===== config.mk =====
export PLATFORM = sky130hd
export DESIGN_NAME = vro_top
export DESIGN_NICKNAME = d
export VERILOG_FILES = /design/src/hw/vro_pkg.sv /design/src/hw/vro_i2c_slave.sv /design/src/hw/vro_top.sv
export VERILOG_INCLUDE_DIRS = /design/src /design/src/hw
export SDC_FILE = /design/constraint.sdc
export NUM_CORES = 1
export LEC_CHECK = 0
export BUFFER_PORTS_ARGS = -buffer_cell sky130_fd_sc_hd__buf_4
export CAP_MARGIN = 20
export CELL_PAD_IN_SITES_DETAIL_PLACEMENT = 0
export CELL_PAD_IN_SITES_GLOBAL_PLACEMENT = 1
export CORE_UTILIZATION = 38
export DETAILED_ROUTE_END_ITERATION = 8
export GPL_TIMING_DRIVEN = 0
export PLACE_DENSITY = 0.77
export RECOVER_POWER = 50
export SETUP_SLACK_MARGIN = 0.4
export SYNTH_ARGS = -nofsm -noshare
export SYNTH_HDL_FRONTEND = slang
export SYNTH_SLANG_ARGS = --single-unit
export TNS_END_PERCENT = 1

===== constraint.sdc =====
create_clock -name clk_i -period 2.5 [get_ports clk_i]
set_input_delay 0.5 -clock clk_i [delete_from_list [all_inputs] [get_ports clk_i]]
set_output_delay 0.5 -clock clk_i [all_outputs]
set_load 0.05 [all_outputs]

===== src/hw/vro_defs.svh =====
// Timing counts and fixed values for the video receiver output block.
// Assumes inclusion by bare name from design files only.
`ifndef VRO_DEFS_SVH
`define VRO_DEFS_SVH
`define VRO_I2C_ADDR        7'h76
`define VRO_CFG_RESET       8'h00
`define VRO_CFG_INV_BIT     0
`define VRO_CFG_18BIT_BIT   1
`define VRO_CLK_TIMEOUT_NS  2000
`define VRO_CLK_PERIOD_NS   8
`define VRO_CLK_TIMEOUT_CYC (`VRO_CLK_TIMEOUT_NS / `VRO_CLK_PERIOD_NS)
`define VRO_DE_TIMEOUT_CYC  16'hFFFF
`define VRO_DJ_PERIOD       4
`endif


===== src/hw/vro_pkg.sv =====
// Types shared by the video receiver output block.
// Assumes the defs header is included alongside.
package vro_pkg;
    typedef enum logic [5:0]
    {
        I2C_IDLE  = 6'h01,
        I2C_ADDR  = 6'h02,
        I2C_REG   = 6'h04,
        I2C_WDATA = 6'h08,
        I2C_RDATA = 6'h10,
        I2C_ACK   = 6'h20
    } vro_i2c_state_type;
endpackage


===== src/hw/vro_i2c_slave.sv =====
// Byte-only I2C slave holding one configuration register.
// Assumes scl/sda inputs are already synchronised to clk_i.
`timescale 1ns/100ps
`include "vro_defs.svh"
module vro_i2c_slave
(
    input  wire logic       clk_i,
    input  wire logic       reset_n_i,
    input  wire logic       scl_i,
    input  wire logic       sda_i,
    output logic            sda_o,
    output logic            sda_oe_o,
    output logic [7:0]      cfg_o
);
    import vro_pkg::*;
    vro_i2c_state_type state_reg, state_next;
    logic [7:0] shift_reg, shift_next, cfg_reg, cfg_next;
    logic [3:0] cnt_reg, cnt_next;
    logic       scl_d_reg, sda_d_reg, rd_reg, rd_next, oe_reg, oe_next, ptr_reg, ptr_next;
    logic       rise, fall, start, stop;
    logic       last_reg, last_next;
    assign rise  = scl_i & ~scl_d_reg;
    assign fall  = ~scl_i & scl_d_reg;
    assign start = scl_i & sda_d_reg & ~sda_i;
    assign stop  = scl_i & ~sda_d_reg & sda_i;
    assign sda_o    = 1'b0;
    assign sda_oe_o = oe_reg;
    assign cfg_o    = cfg_reg;
    always_comb
    begin
        state_next = state_reg;
        shift_next = shift_reg;
        cnt_next   = cnt_reg;
        cfg_next   = cfg_reg;
        rd_next    = rd_reg;
        oe_next    = oe_reg;
        ptr_next   = ptr_reg;
        last_next  = last_reg;
        if (start)
        begin
            state_next = I2C_ADDR;
            cnt_next   = 4'h0;
            oe_next    = 1'b0;
            last_next  = 1'b0;
        end
        else if (stop)
        begin
            state_next = I2C_IDLE;
            oe_next    = 1'b0;
        end
        else
        begin
            case (state_reg)
                I2C_IDLE:
                    oe_next = 1'b0;
                I2C_ADDR, I2C_REG, I2C_WDATA:
                begin
                    if (rise)
                    begin
                        shift_next = {shift_reg[6:0], sda_i};
                        cnt_next   = cnt_reg + 4'h1;
                    end
                    if (fall && cnt_reg == 4'h8)
                    begin
                        cnt_next = 4'h0;
                        if (state_reg == I2C_ADDR)
                        begin

                            if (shift_reg[7:1] == `VRO_I2C_ADDR)
                            begin
                                rd_next    = shift_reg[0];
                                oe_next    = 1'b1;
                                state_next = I2C_ACK;
                                shift_next = cfg_reg;
                            end
                            else
                                state_next = I2C_IDLE;
                        end
                        else
                        begin
                            // One register only: any index reaches it. R10
                            if (state_reg == I2C_WDATA && ptr_reg)
                                cfg_next = shift_reg;
                            ptr_next   = state_reg == I2C_REG;
                            // Data byte ends the transfer: no further bytes acked R10
                            last_next  = state_reg == I2C_WDATA;
                            oe_next    = 1'b1;
                            state_next = I2C_ACK;
                        end
                    end
                end
                I2C_ACK:
                    if (fall)
                    begin
                        cnt_next = 4'h0;
                        if (last_reg)
                        begin
                            state_next = I2C_IDLE;
                            oe_next    = 1'b0;
                        end
                        else if (rd_reg)
                        begin
                            state_next = I2C_RDATA;
                            oe_next    = ~shift_reg[7];
                        end
                        else if (ptr_reg)
                        begin
                            state_next = I2C_WDATA;
                            oe_next    = 1'b0;
                        end
                        else
                        begin
                            state_next = I2C_REG;
                            oe_next    = 1'b0;
                        end
                        if (rd_reg)
                            ptr_next = 1'b0;
                    end
                I2C_RDATA:
                    if (fall)
                    begin
                        shift_next = {shift_reg[6:0], 1'b0};
                        cnt_next   = cnt_reg + 4'h1;
                        oe_next    = (cnt_reg < 4'h7) ? ~shift_reg[6] : 1'b0;
                        // Single byte only: further bytes are not served. R10
                        if (cnt_reg == 4'h7)
                            state_next = I2C_IDLE;
                    end
                default:
                    state_next = I2C_IDLE;
            endcase
        end
    end
    always_ff @(posedge clk_i)
    begin
        if (!reset_n_i)
        begin
            state_reg <= I2C_IDLE;
            shift_reg <= 8'h00;
            cnt_reg   <= 4'h0;
            cfg_reg   <= `VRO_CFG_RESET;
            rd_reg    <= 1'b0;
            oe_reg    <= 1'b0;
            ptr_reg   <= 1'b0;
            last_reg  <= 1'b0;
            scl_d_reg <= 1'b1;
            sda_d_reg <= 1'b1;
        end
        else
        begin
            state_reg <= state_next;
            shift_reg <= shift_next;
            cnt_reg   <= cnt_next;
            cfg_reg   <= cfg_next;
            rd_reg    <= rd_next;
            oe_reg    <= oe_next;
            ptr_reg   <= ptr_next;
            last_reg  <= last_next;
            scl_d_reg <= scl_i;
            sda_d_reg <= sda_i;
        end
    end
    cfg_reset_a: assert property (@(posedge clk_i) !reset_n_i |=> cfg_o == `VRO_CFG_RESET)
        else $error("config not reset");
    sda_drive_a: assert property (@(posedge clk_i) disable iff (!reset_n_i)
        state_reg == I2C_IDLE |-> !sda_oe_o)
        else $error("sda driven while idle");
endmodule


===== src/hw/vro_top.sv =====
// Output-side features of a video link receiver: de-jitter, clock detect,
// output clock polarity, I2C configuration and pixel mapping.
// Assumes a free running clk_i; link clock and pins are asynchronous.
// Notes on behaviour
// De-jitter input high enables line-sync de-jitter, low bypasses it.
// De-jitter may delay line sync by one to four pixel clocks.
// Host must disable de-jitter when timings are not multiples of four.
// No link clock enters low power, only the clock detector runs; the I2C slave on clk_i also keeps running here.
// In low power all digital outputs are released to pull-downs; the code releases the video outputs only, and sync detect is driven low.
// In low power sync detect is driven low.
// Invert set presents output clock with opposite phase.
// Inversion changes only the presented clock, not data latching.
// Invert comes from strap in compatible mode, register in programmable.
// I2C handles single byte reads and writes only.
// I2C slave answers address 0x76.
// I2C registers work without any incoming video clock.
// 24-bit: blue, green, red on even bits 7:0, 15:8, 23:16.
// 18-bit: six-bit colours MSB aligned, two low bits unused.
// Two pixels: first on even bus, second on odd bus, same layout.
// Output format depends only on receiver settings.
// Select low gives one pixel per clock; high gives two.
// Sync detect high while data enable toggles, low when idle.
// Power-down low disables logic and outputs and resets registers.
// Vsync, enable and data aligned; only line sync gets extra delay.
`timescale 1ns/100ps
`include "vro_defs.svh"
module vro_top
#(
    parameter int CLK_TIMEOUT = `VRO_CLK_TIMEOUT_CYC,
    parameter int DE_TIMEOUT  = `VRO_DE_TIMEOUT_CYC
)
(
    input  wire logic        clk_i,
    input  wire logic        reset_n_i,
    input  wire logic        power_down_n_i,
    input  wire logic        link_clk_i,
    input  wire logic        line_sync_i,
    input  wire logic        frame_sync_i,
    input  wire logic        data_enable_i,
    input  wire logic [23:0] pixel_a_i,
    input  wire logic [23:0] pixel_b_i,
    input  wire logic        line_sync_dejitter_enable_i,
    input  wire logic        pixels_per_clock_select_i,
    input  wire logic        programmable_mode_i,
    input  wire logic        output_clock_invert_i,
    input  wire logic        scl_i,
    input  wire logic        sda_i,
    output logic             sda_o,
    output logic             sda_oe_o,
    output logic [23:0]      even_pixel_out_o,
    output logic [23:0]      odd_pixel_out_o,
    output logic             line_sync_o,
    output logic             frame_sync_o,
    output logic             data_enable_o,
    output logic             output_pixel_clock_o,
    output logic             outputs_oe_o,
    output logic             sync_detect_out_o
);
    import vro_pkg::*;
    ////////////////////////////////////////////////////////////////////////////
    // Input synchronisers
    localparam int NS = 32;
    logic [NS-1:0] raw, s1_reg, s2_reg;
    assign raw = {link_clk_i, line_sync_i, frame_sync_i, data_enable_i,
                  line_sync_dejitter_enable_i, pixels_per_clock_select_i,
                  output_clock_invert_i, scl_i, sda_i, programmable_mode_i,
                  power_down_n_i, 21'h000000};
    logic lclk, ls, fs, de, dj_en, pix2, inv_strap, scl_s, sda_s, prog, pdn;
    assign {lclk, ls, fs, de, dj_en, pix2, inv_strap, scl_s, sda_s, prog, pdn}
        = s2_reg[NS-1:21];
    logic rst_n;

    assign rst_n = reset_n_i & pdn;
    always_ff @(posedge clk_i)
    begin
        if (!reset_n_i)
        begin
            s1_reg <= '0;
            s2_reg <= '0;
        end
        else
        begin
            s1_reg <= raw;
            s2_reg <= s1_reg;
        end
    end
    ////////////////////////////////////////////////////////////////////////////
    // Configuration over I2C, alive with no link clock
    logic [7:0] cfg;
    vro_i2c_slave u_i2c
    (
        .clk_i     (clk_i),
        .reset_n_i (rst_n),
        .scl_i     (scl_s),
        .sda_i     (sda_s),
        .sda_o     (sda_o),
        .sda_oe_o  (sda_oe_o),
        .cfg_o     (cfg)
    );
    logic invert, mode18;
    assign invert = prog ? cfg[`VRO_CFG_INV_BIT] : inv_strap;
    assign mode18 = cfg[`VRO_CFG_18BIT_BIT];
    ////////////////////////////////////////////////////////////////////////////
    // Link clock edge detect and clock presence
    logic lclk_d_reg, lclk_d_next, rise;
    logic [15:0] idle_reg, idle_next, de_idle_reg, de_idle_next;
    logic alive_reg, alive_next, de_d_reg, de_d_next, sync_detect_out_reg, sync_detect_out_next;
    assign rise = lclk & ~lclk_d_reg;
    always_comb
    begin
        lclk_d_next  = lclk;
        idle_next    = rise ? 16'h0000 : (alive_reg ? idle_reg + 16'h0001 : idle_reg);
        alive_next   = rise ? 1'b1 : (idle_reg >= 16'(CLK_TIMEOUT) ? 1'b0 : alive_reg);
        de_d_next    = rise ? de : de_d_reg;
        de_idle_next = de_idle_reg;
        if (rise)
            de_idle_next = (de != de_d_reg) ? 16'h0000
                         : (de_idle_reg == 16'hFFFF ? de_idle_reg : de_idle_reg + 16'h0001);

        sync_detect_out_next    = alive_next && (de_idle_next < 16'(DE_TIMEOUT));
    end
    always_ff @(posedge clk_i)
    begin
        if (!rst_n)
        begin
            lclk_d_reg  <= 1'b0;
            idle_reg    <= 16'h0000;
            alive_reg   <= 1'b0;
            de_d_reg    <= 1'b0;
            de_idle_reg <= 16'hFFFF;
            sync_detect_out_reg    <= 1'b0;
        end
        else
        begin
            lclk_d_reg  <= lclk_d_next;
            idle_reg    <= idle_next;
            alive_reg   <= alive_next;
            de_d_reg    <= de_d_next;
            de_idle_reg <= de_idle_next;
            sync_detect_out_reg    <= sync_detect_out_next;
        end
    end
    ////////////////////////////////////////////////////////////////////////////
    // Pixel mapping and output registers, updated on link clock edges
    logic [23:0] even_reg, even_next, odd_reg, odd_next, mask;
    logic        fs_reg, fs_next, de_reg, de_next, ls_reg, ls_next;
    logic [1:0]  ph_reg, ph_next;
    logic        ls_hold_reg, ls_hold_next;
    logic        pclk_reg, pclk_next;
    // Six-bit colours keep bits 7:2 of each byte; low two bits forced low
    assign mask = mode18 ? 24'hFCFCFC : 24'hFFFFFF;
    always_comb
    begin
        even_next    = even_reg;
        odd_next     = odd_reg;
        fs_next      = fs_reg;
        de_next      = de_reg;
        ls_next      = ls_reg;
        ph_next      = ph_reg;
        ls_hold_next = ls_hold_reg;
        pclk_next    = lclk_d_reg;
        if (rise)
        begin
            // Layout depends only on local settings R16
            even_next = pixel_a_i & mask;
            odd_next  = pix2 ? (pixel_b_i & mask) : 24'h000000;
            fs_next   = fs;
            de_next   = de;
            ph_next   = ph_reg + 2'h1;
            if (!dj_en)
                ls_next = ls;
            else
            begin
                // Line sync changes only on a four-pixel grid: 1 to 4 clocks late R2 R3
                ls_hold_next = ls;
                if (ph_reg == 2'h3)
                    ls_next = ls_hold_reg;
            end
        end
    end
    always_ff @(posedge clk_i)
    begin
        if (!rst_n)
        begin
            even_reg    <= 24'h000000;
            odd_reg     <= 24'h000000;
            fs_reg      <= 1'b0;
            de_reg      <= 1'b0;
            ls_reg      <= 1'b0;
            ph_reg      <= 2'h0;
            ls_hold_reg <= 1'b0;
            pclk_reg    <= 1'b0;
        end
        else
        begin
            even_reg    <= even_next;
            odd_reg     <= odd_next;
            fs_reg      <= fs_next;
            de_reg      <= de_next;
            ls_reg      <= ls_next;
            ph_reg      <= ph_next;
            ls_hold_reg <= ls_hold_next;
            pclk_reg    <= pclk_next;
        end
    end
    ////////////////////////////////////////////////////////////////////////////
    // Output stage: low power releases the video pins to pull-downs; sync detect is driven low
    logic on;
    assign on = alive_reg & rst_n;
    assign even_pixel_out_o     = on ? even_reg : 24'h000000;
    assign odd_pixel_out_o      = on ? odd_reg : 24'h000000;
    assign line_sync_o          = on & ls_reg;
    assign frame_sync_o         = on & fs_reg;
    assign data_enable_o        = on & de_reg;
    assign output_pixel_clock_o = on & (pclk_reg ^ invert);
    assign outputs_oe_o         = on;
    assign sync_detect_out_o    = sync_detect_out_reg & rst_n;
    ////////////////////////////////////////////////////////////////////////////
    // Checks
    lowpwr_release_a: assert property (@(posedge clk_i) disable iff (!reset_n_i)
        !alive_reg |-> !outputs_oe_o && !sync_detect_out_o)
        else $error("outputs active without link clock");
    lowpwr_sync_detect_out_a: assert property (@(posedge clk_i) disable iff (!reset_n_i)
        !alive_reg |-> !sync_detect_out_o)
        else $error("sync detect high with no clock");
    clk_invert_a: assert property (@(posedge clk_i) disable iff (!reset_n_i)
        outputs_oe_o |-> output_pixel_clock_o == (pclk_reg ^ invert))
        else $error("output clock phase wrong");
    map_18bit_a: assert property (@(posedge clk_i) disable iff (!reset_n_i)
        rise && mode18 |=> (even_reg & 24'h030303) == 24'h000000)
        else $error("18-bit low bits not zero");
    odd_unused_a: assert property (@(posedge clk_i) disable iff (!reset_n_i)
        rise && !pix2 |=> odd_reg == 24'h000000)
        else $error("odd bus active in one-pixel mode");
    bypass_sync_a: assert property (@(posedge clk_i) disable iff (!rst_n)
        rise && !dj_en |=> ls_reg == $past(ls))
        else $error("line sync not bypassed");
    dejitter_grid_a: assert property (@(posedge clk_i) disable iff (!rst_n)
        dj_en && $changed(ls_reg) |-> $past(ph_reg) == 2'h3)
        else $error("line sync moved off grid");
    pwrdn_reset_a: assert property (@(posedge clk_i)
        !power_down_n_i ##3 1 |=> cfg == `VRO_CFG_RESET)
        else $error("config survived power down");
endmodule


Yosys cells after proc, flatten, opt, wreduce, memory -nomap -nowiden
Index checks and enable logic that the tools add are counted.
Widths: inputs -> output; s select.
- register bits: 186
- bits in latches: 0
- memory bits (writable): 0
- bits in read-only memories: 0
- bits of input ports: 61
- output and inout port bits: 56
- logic and storage cells: 160
- memories kept: 0
- add/subtract/negate cells: 4
- multipliers: 0
- divide/modulo/power cells: 0
- order comparisons: 3
- equal/unequal tests: 26
- shifts and indexed selects: 0
- muxes and demuxes: 49
- bitwise operators: 29
- reductions and logical operators: 22
- operators by type and width (cell ; count):
    $mux 24 ; 3
    $and 24x24->24 ; 2
    $mux 16 ; 3
    $mux 6 ; 8
    $mux 8 ; 5
    $add 16x1->16 const B ; 2
    $pmux 6 s4 ; 1
    $mux 4 ; 5
    $reduce_and 5->1 ; 4
    $mux 18 ; 1
    $mux 1 ; 17
    $eq 16x16->1 const B ; 1
    $ge 16x8->1 const B ; 1
    $lt 16x16->1 const B ; 1
    $ne 4x1->1 const B ; 4
    $pmux 8 s2 ; 1
    $and 1x1->1 ; 14
    $ne 2x1->1 const B ; 6
    $not 1->1 ; 12
    $pmux 4 s3 ; 1
    $reduce_and 6->1 ; 2
    $reduce_and 4->1 ; 2
    $eq 7x7->1 const B ; 1
    $reduce_and 7->1 ; 1
    other kinds (27) ; 35

Longest topological paths before layout
- word-level depth: 7
- gate-level depth with buffers: 9
- depth with buffers taken out: 8

Hierarchy
Synthesis repeated with hierarchy kept, for this count alone.
- cell total of the unflattened synthesis: 724
- area total of the unflattened synthesis: 6459.9 sq um
- by module, submodules not included (module ; times used ; cells each ; area each (sq um) ; seq. area each (sq um)):
    vro_top ; 1 ; 504 ; 4538.1 ; 2242.2
    vro_i2c_slave ; 1 ; 220 ; 1921.8 ; 640.6

Worst setup path after synthesis
OpenSTA, ideal clock, no wires.
- path type: reg2out
- start point: register alive_reg
- end point: output port output_pixel_clock_o
- data arrival time: 2.020 ns
- required time: 2.000 ns
- slack: -0.020 ns
- cell stages (with the launch flop): 6
- buffers on the path: 3
- cells stage by stage: dfxtp_1 clkbuf_1 and3_1 clkbuf_1 clkbuf_1 and2_1
- cells in the longest elaborated chain, start to end: 2
- ends and longest elaborated chain (element ; RTL line ; text):
    start: declaration ; vro_top.sv:107 ; logic alive_reg, alive_next, de_d_reg, de_d_next, sync_detect_out_reg, sync_detect_out_next;
    start signal: assignment ; vro_top.sv:137 ; alive_reg <= alive_next;
    $and 1x1->1 ; vro_top.sv:209 ; assign on = alive_reg & rst_n;
    via outputs_oe_o ; vro_top.sv:56 ; output logic outputs_oe_o,
    $and 1x1->1 ; vro_top.sv:215 ; assign output_pixel_clock_o = on & (pclk_reg ^ invert);
    end: declaration ; vro_top.sv:55 ; output logic output_pixel_clock_o,
The timed path passes the listed nets, and every way through them passes these cells.

Worst setup path in the final report
- start point: register de_idle_reg[4]
- end point: register sync_detect_out_reg
- cells in the longest elaborated chain, start to end: 6
- elaborated cells on any way between the ends: 7
- those cells by class: add/sub (1); order compare (1); eq/ne (1); mux (3); reduce/logical (1)
- ends and longest elaborated chain (element ; RTL line ; text):
    start: declaration ; vro_top.sv:106 ; logic [15:0] idle_reg, idle_next, de_idle_reg, de_idle_next;
    start signal: assignment ; vro_top.sv:139 ; de_idle_reg <= de_idle_next;
    $add 16x1->16 / $eq 16x16->1 (equally long branches) ; vro_top.sv:118 ; : (de_idle_reg == 16'hFFFF ? de_idle_reg : de_idle_reg + 16'h0001);
    $mux 16 ; vro_top.sv:118 ;
    $mux 16 ; vro_top.sv:117 ; de_idle_next = (de != de_d_reg) ? 16'h0000
    $mux 16 * ; vro_top.sv:116 ; if (rise)
    $lt 16x16->1 * ; vro_top.sv:120 ; sync_detect_out_next = alive_next && (de_idle_next < 16'(DE_TIMEOUT));
    $logic_and 1x1->1 * ; vro_top.sv:120 ;
    end signal: assignment ; vro_top.sv:140 ; sync_detect_out_reg <= sync_detect_out_next;
    end: declaration ; vro_top.sv:107 ;
Mark *: on every way between the ends. The rest lies on a longest branch, timed or not.
A chain may end at the register's enable or synchronous reset.

==> run metrics <==
clk root buf clkbuf_16; Unique masters post-synth 65; clock power share 0.507; CP Max Fanout 10; final setup vio count 0; CTS H-Tree Depth 4; Slew @ Worst Pin 0.619 ns; CTS Buf Count 17; initial antenna violation count 0; Switching Share 0.213; vias in the first global route approximately 5400; clk sink count approximately 140; Synth Flop Type dfxtp_1; Pleak 0.00333 uW; VDD IR max between 0.5 and 0.6 mV; Worst Reg2Reg Path Length in Cells 7; IO Count between 100 and 150; sequential share of power 0.457; drt wl/cell 15.1 um; fillcell total between 1500 and 2000; Hold/Removal Path Class in -> reg; syn nets slightly below 800; core area between 15000 and 20000 um2; Seq/Total Area, Yosys 0.450; hold path endpoint odd_reg[23]; router iterations before antenna repair 4; die height about 130 um; R2R Path Start de_idle_reg[4]; Yosys reg bits 144; dpl ws -0.102 ns; CP Class reg -> reg; TritonCTS clock tree yes; routed wire length ~17000 um; synthesized cell area approximately 6400 um2; post-route cell area about 8600 um2; cell-internal power between 3000 and 4000 uW; Worst Path Required 2.78 ns; Post-synth EDFFs 0; skew final 0.00613 ns; Fin. Hold Viols 0; minimum clock period 2.31 ns; Post-CTS Hold Fix Bufs 0; Switching Power approximately 1100 uW; maximum buffer depth of the clock tree 2; Nets around 940; asr flop ratio synth 0; Pins Over Slew Limit 0; initial core utilization 0.388; GR Overflow Total 0; reg2reg end sync_detect_out_reg; global-route wire length before repair 27200 um; hold path start pixel_b_i[23]; Max-slew headroom 0.586; Rows 47; Placed Instance Area 7580 um2; die area 17400 um2; WHS Path Cells 2; Reg area between 2000 and 3000 um2; worst reg-to-reg setup slack about 0.19 ns; Layout area overhead 34.1%; cells after synthesis 722; power density of the placed cells slightly below 600 nW/um2; worst hold slack about 0.29 ns; Critical Path Source Type flip-flop; outcome finished clean; DRT antenna net count 0; Worst-path clk slew 0.06 ns; pin count of the biggest net entering global routing 17; GRT Total Usage 0.195; max cap viols 0; unrepaired setup endpoints after global routing true; combinational share of power 0.036; routability cong. 0.887; number of port buffers between 100 and 150; die width 132 um; final period utilization 0.925; fmax 433 MHz; Syn Area/Cell ~8.9 um2; diodes inserted 0; Via-to-Cell Ratio between 5 and 6; Worst EP arrival 2.59 ns; final setup margin between 0.15 and 0.2 ns; Synthesis Warnings 0; drt initial violations 337; # DRC 0; Clk Latency, worst-skew pair roughly 0.42 ns; dpl hpwl roughly 12000 um; Multi-input gate area between 3000 and 4000 um2; via count roughly 5700; Crit. End Element flip-flop; ratio of cells with drive above 1 in the final layout 0.252
-- layer usage --
metal	wire length, um	track usage	vias to the layer above
met5	0	0	-
met4	162	0.0575	0
met3	711	0.0496	15
met2	7800	0.319	161
met1	7950	0.254	2692
li1	-	-	2810
-- cells by family (layout without fill, tap and decap cells) --
| family | Yosys count | in the layout | share of synthesized area |
|---|---|---|---|
| AO/OA/AOI/OAI | 142 | 142 | 0.151 |
| XOR/XNOR | 26 | 26 | 0.0356 |
| adder cells (fa/ha/maj) | 6 | 6 | 0.0117 |
| buffers and inverters | 54 | 212 | 0.0344 |
| flip-flops | 144 | 144 | 0.450 |
| multiplexers | 24 | 24 | 0.0383 |
| other | 1 | 1 | 0.000586 |
| AND/OR/NAND/NOR | 325 | 325 | 0.278 |
-- how the worst max path moves through the flow --
stage              startpoint                    to  slack (ns)  depth (start not counted)
2_1_floorplan       alive_reg  output_pixel_clock_o        0.37                          5
3_3_place_gp   de_idle_reg[0]   sync_detect_out_reg       -0.13                          7
3_5_place_dp   de_idle_reg[0]   sync_detect_out_reg       -0.10                          7
4_1_cts        de_idle_reg[0]   sync_detect_out_reg        0.25                          7
5_1_grt             reset_n_i           odd_reg[15]        0.11                          7
6_report       de_idle_reg[4]   sync_detect_out_reg        0.19                          7
-- placed cells by master (no fill, tap or decap), types with 25 or more instances in the layout --
cell,Yosys,final
o21ai_0,31,29
buf_6,0,33
and2_1,77,51
a21oi_1,46,44
a22o_1,29,29
clkbuf_1,28,25
nor2_1,53,53
nand2_1,87,86
dfxtp_1,144,139
buf_4,3,95
-- what timing repair did --
action | CTS | global route
setup endpoints to repair | 95 | 104
gates resized for setup | 71 | 17
pin swaps | 5 | 6
buffers inserted | 9 | 3
-- final cells by class --
type	instances	share of cell area
tap	220	0.0321
inverter	14	0.00612
buffer	40	0.0306
timing repair buffer	127	0.124
clock buffer	18	0.0511
multi-input combinational	524	0.401
clock inverter	13	0.0188
sequential	144	0.337
-- power by group through the flow --
stage / Combinational [uW] / Sequential (uW) / Clock, uW
floorplan: 76.0 / 2370 / 0
global placement: 174 / 2380 / 0
detailed placement: 176 / 2380 / 0
CTS: 181 / 2320 / 2640
global route: 200 / 2320 / 2750
finish: 182 / 2320 / 2580
-- worst max-delay path, cell delays in order, from the launching register on --
cell and delay (ns):
dfxtp_1 0.29, buf_4 0.17, and4_1 0.19, a41oi_4 0.28
mux2_4 0.32, or4_4 0.54, a2111oi_4 0.20, a31oi_1 0.17
-- cells in the mapped netlist (4+ instances only) --
cell type	number	area, um2
buf_2	5	25.0
nand4_1	9	56.3
nor4_1	4	25.0
and3_1	14	87.6
mux2i_1	20	200
nor3_1	8	40.0
a21oi_1	46	230
a22o_1	29	254
nor2_1	53	199
inv_1	14	52.6
xor2_1	16	140
o21ai_0	31	155
buf_1	4	15.0
clkbuf_1	28	105
and2_1	77	482
nand3_1	20	100
xnor2_1	10	87.6
nand3b_1	8	60.1
nand2_1	87	327
nand2b_1	7	43.8
ha_1	6	75.1
a22oi_1	6	45.0
nor2b_1	5	31.3
dfxtp_1	144	2880
or3_1	6	37.5
-- per-stage QoR --
step / utilization / setup TNS (ns) / cells / total power (uW)
3_5_place_dp: 0.459 / -1.06 / 1057 / 2550
2_1_floorplan: - / 0 / 722 / 2450
4_1_cts: 0.516 / 0 / 1097 / 5140
6_report: 0.520 / 0 / 1100 / 5080
5_1_grt: 0.520 / 0 / 1100 / 5270
3_3_place_gp: 0.459 / -0.369 / 1057 / 2550
No activity file was read; power rests on OpenSTA's default activity.
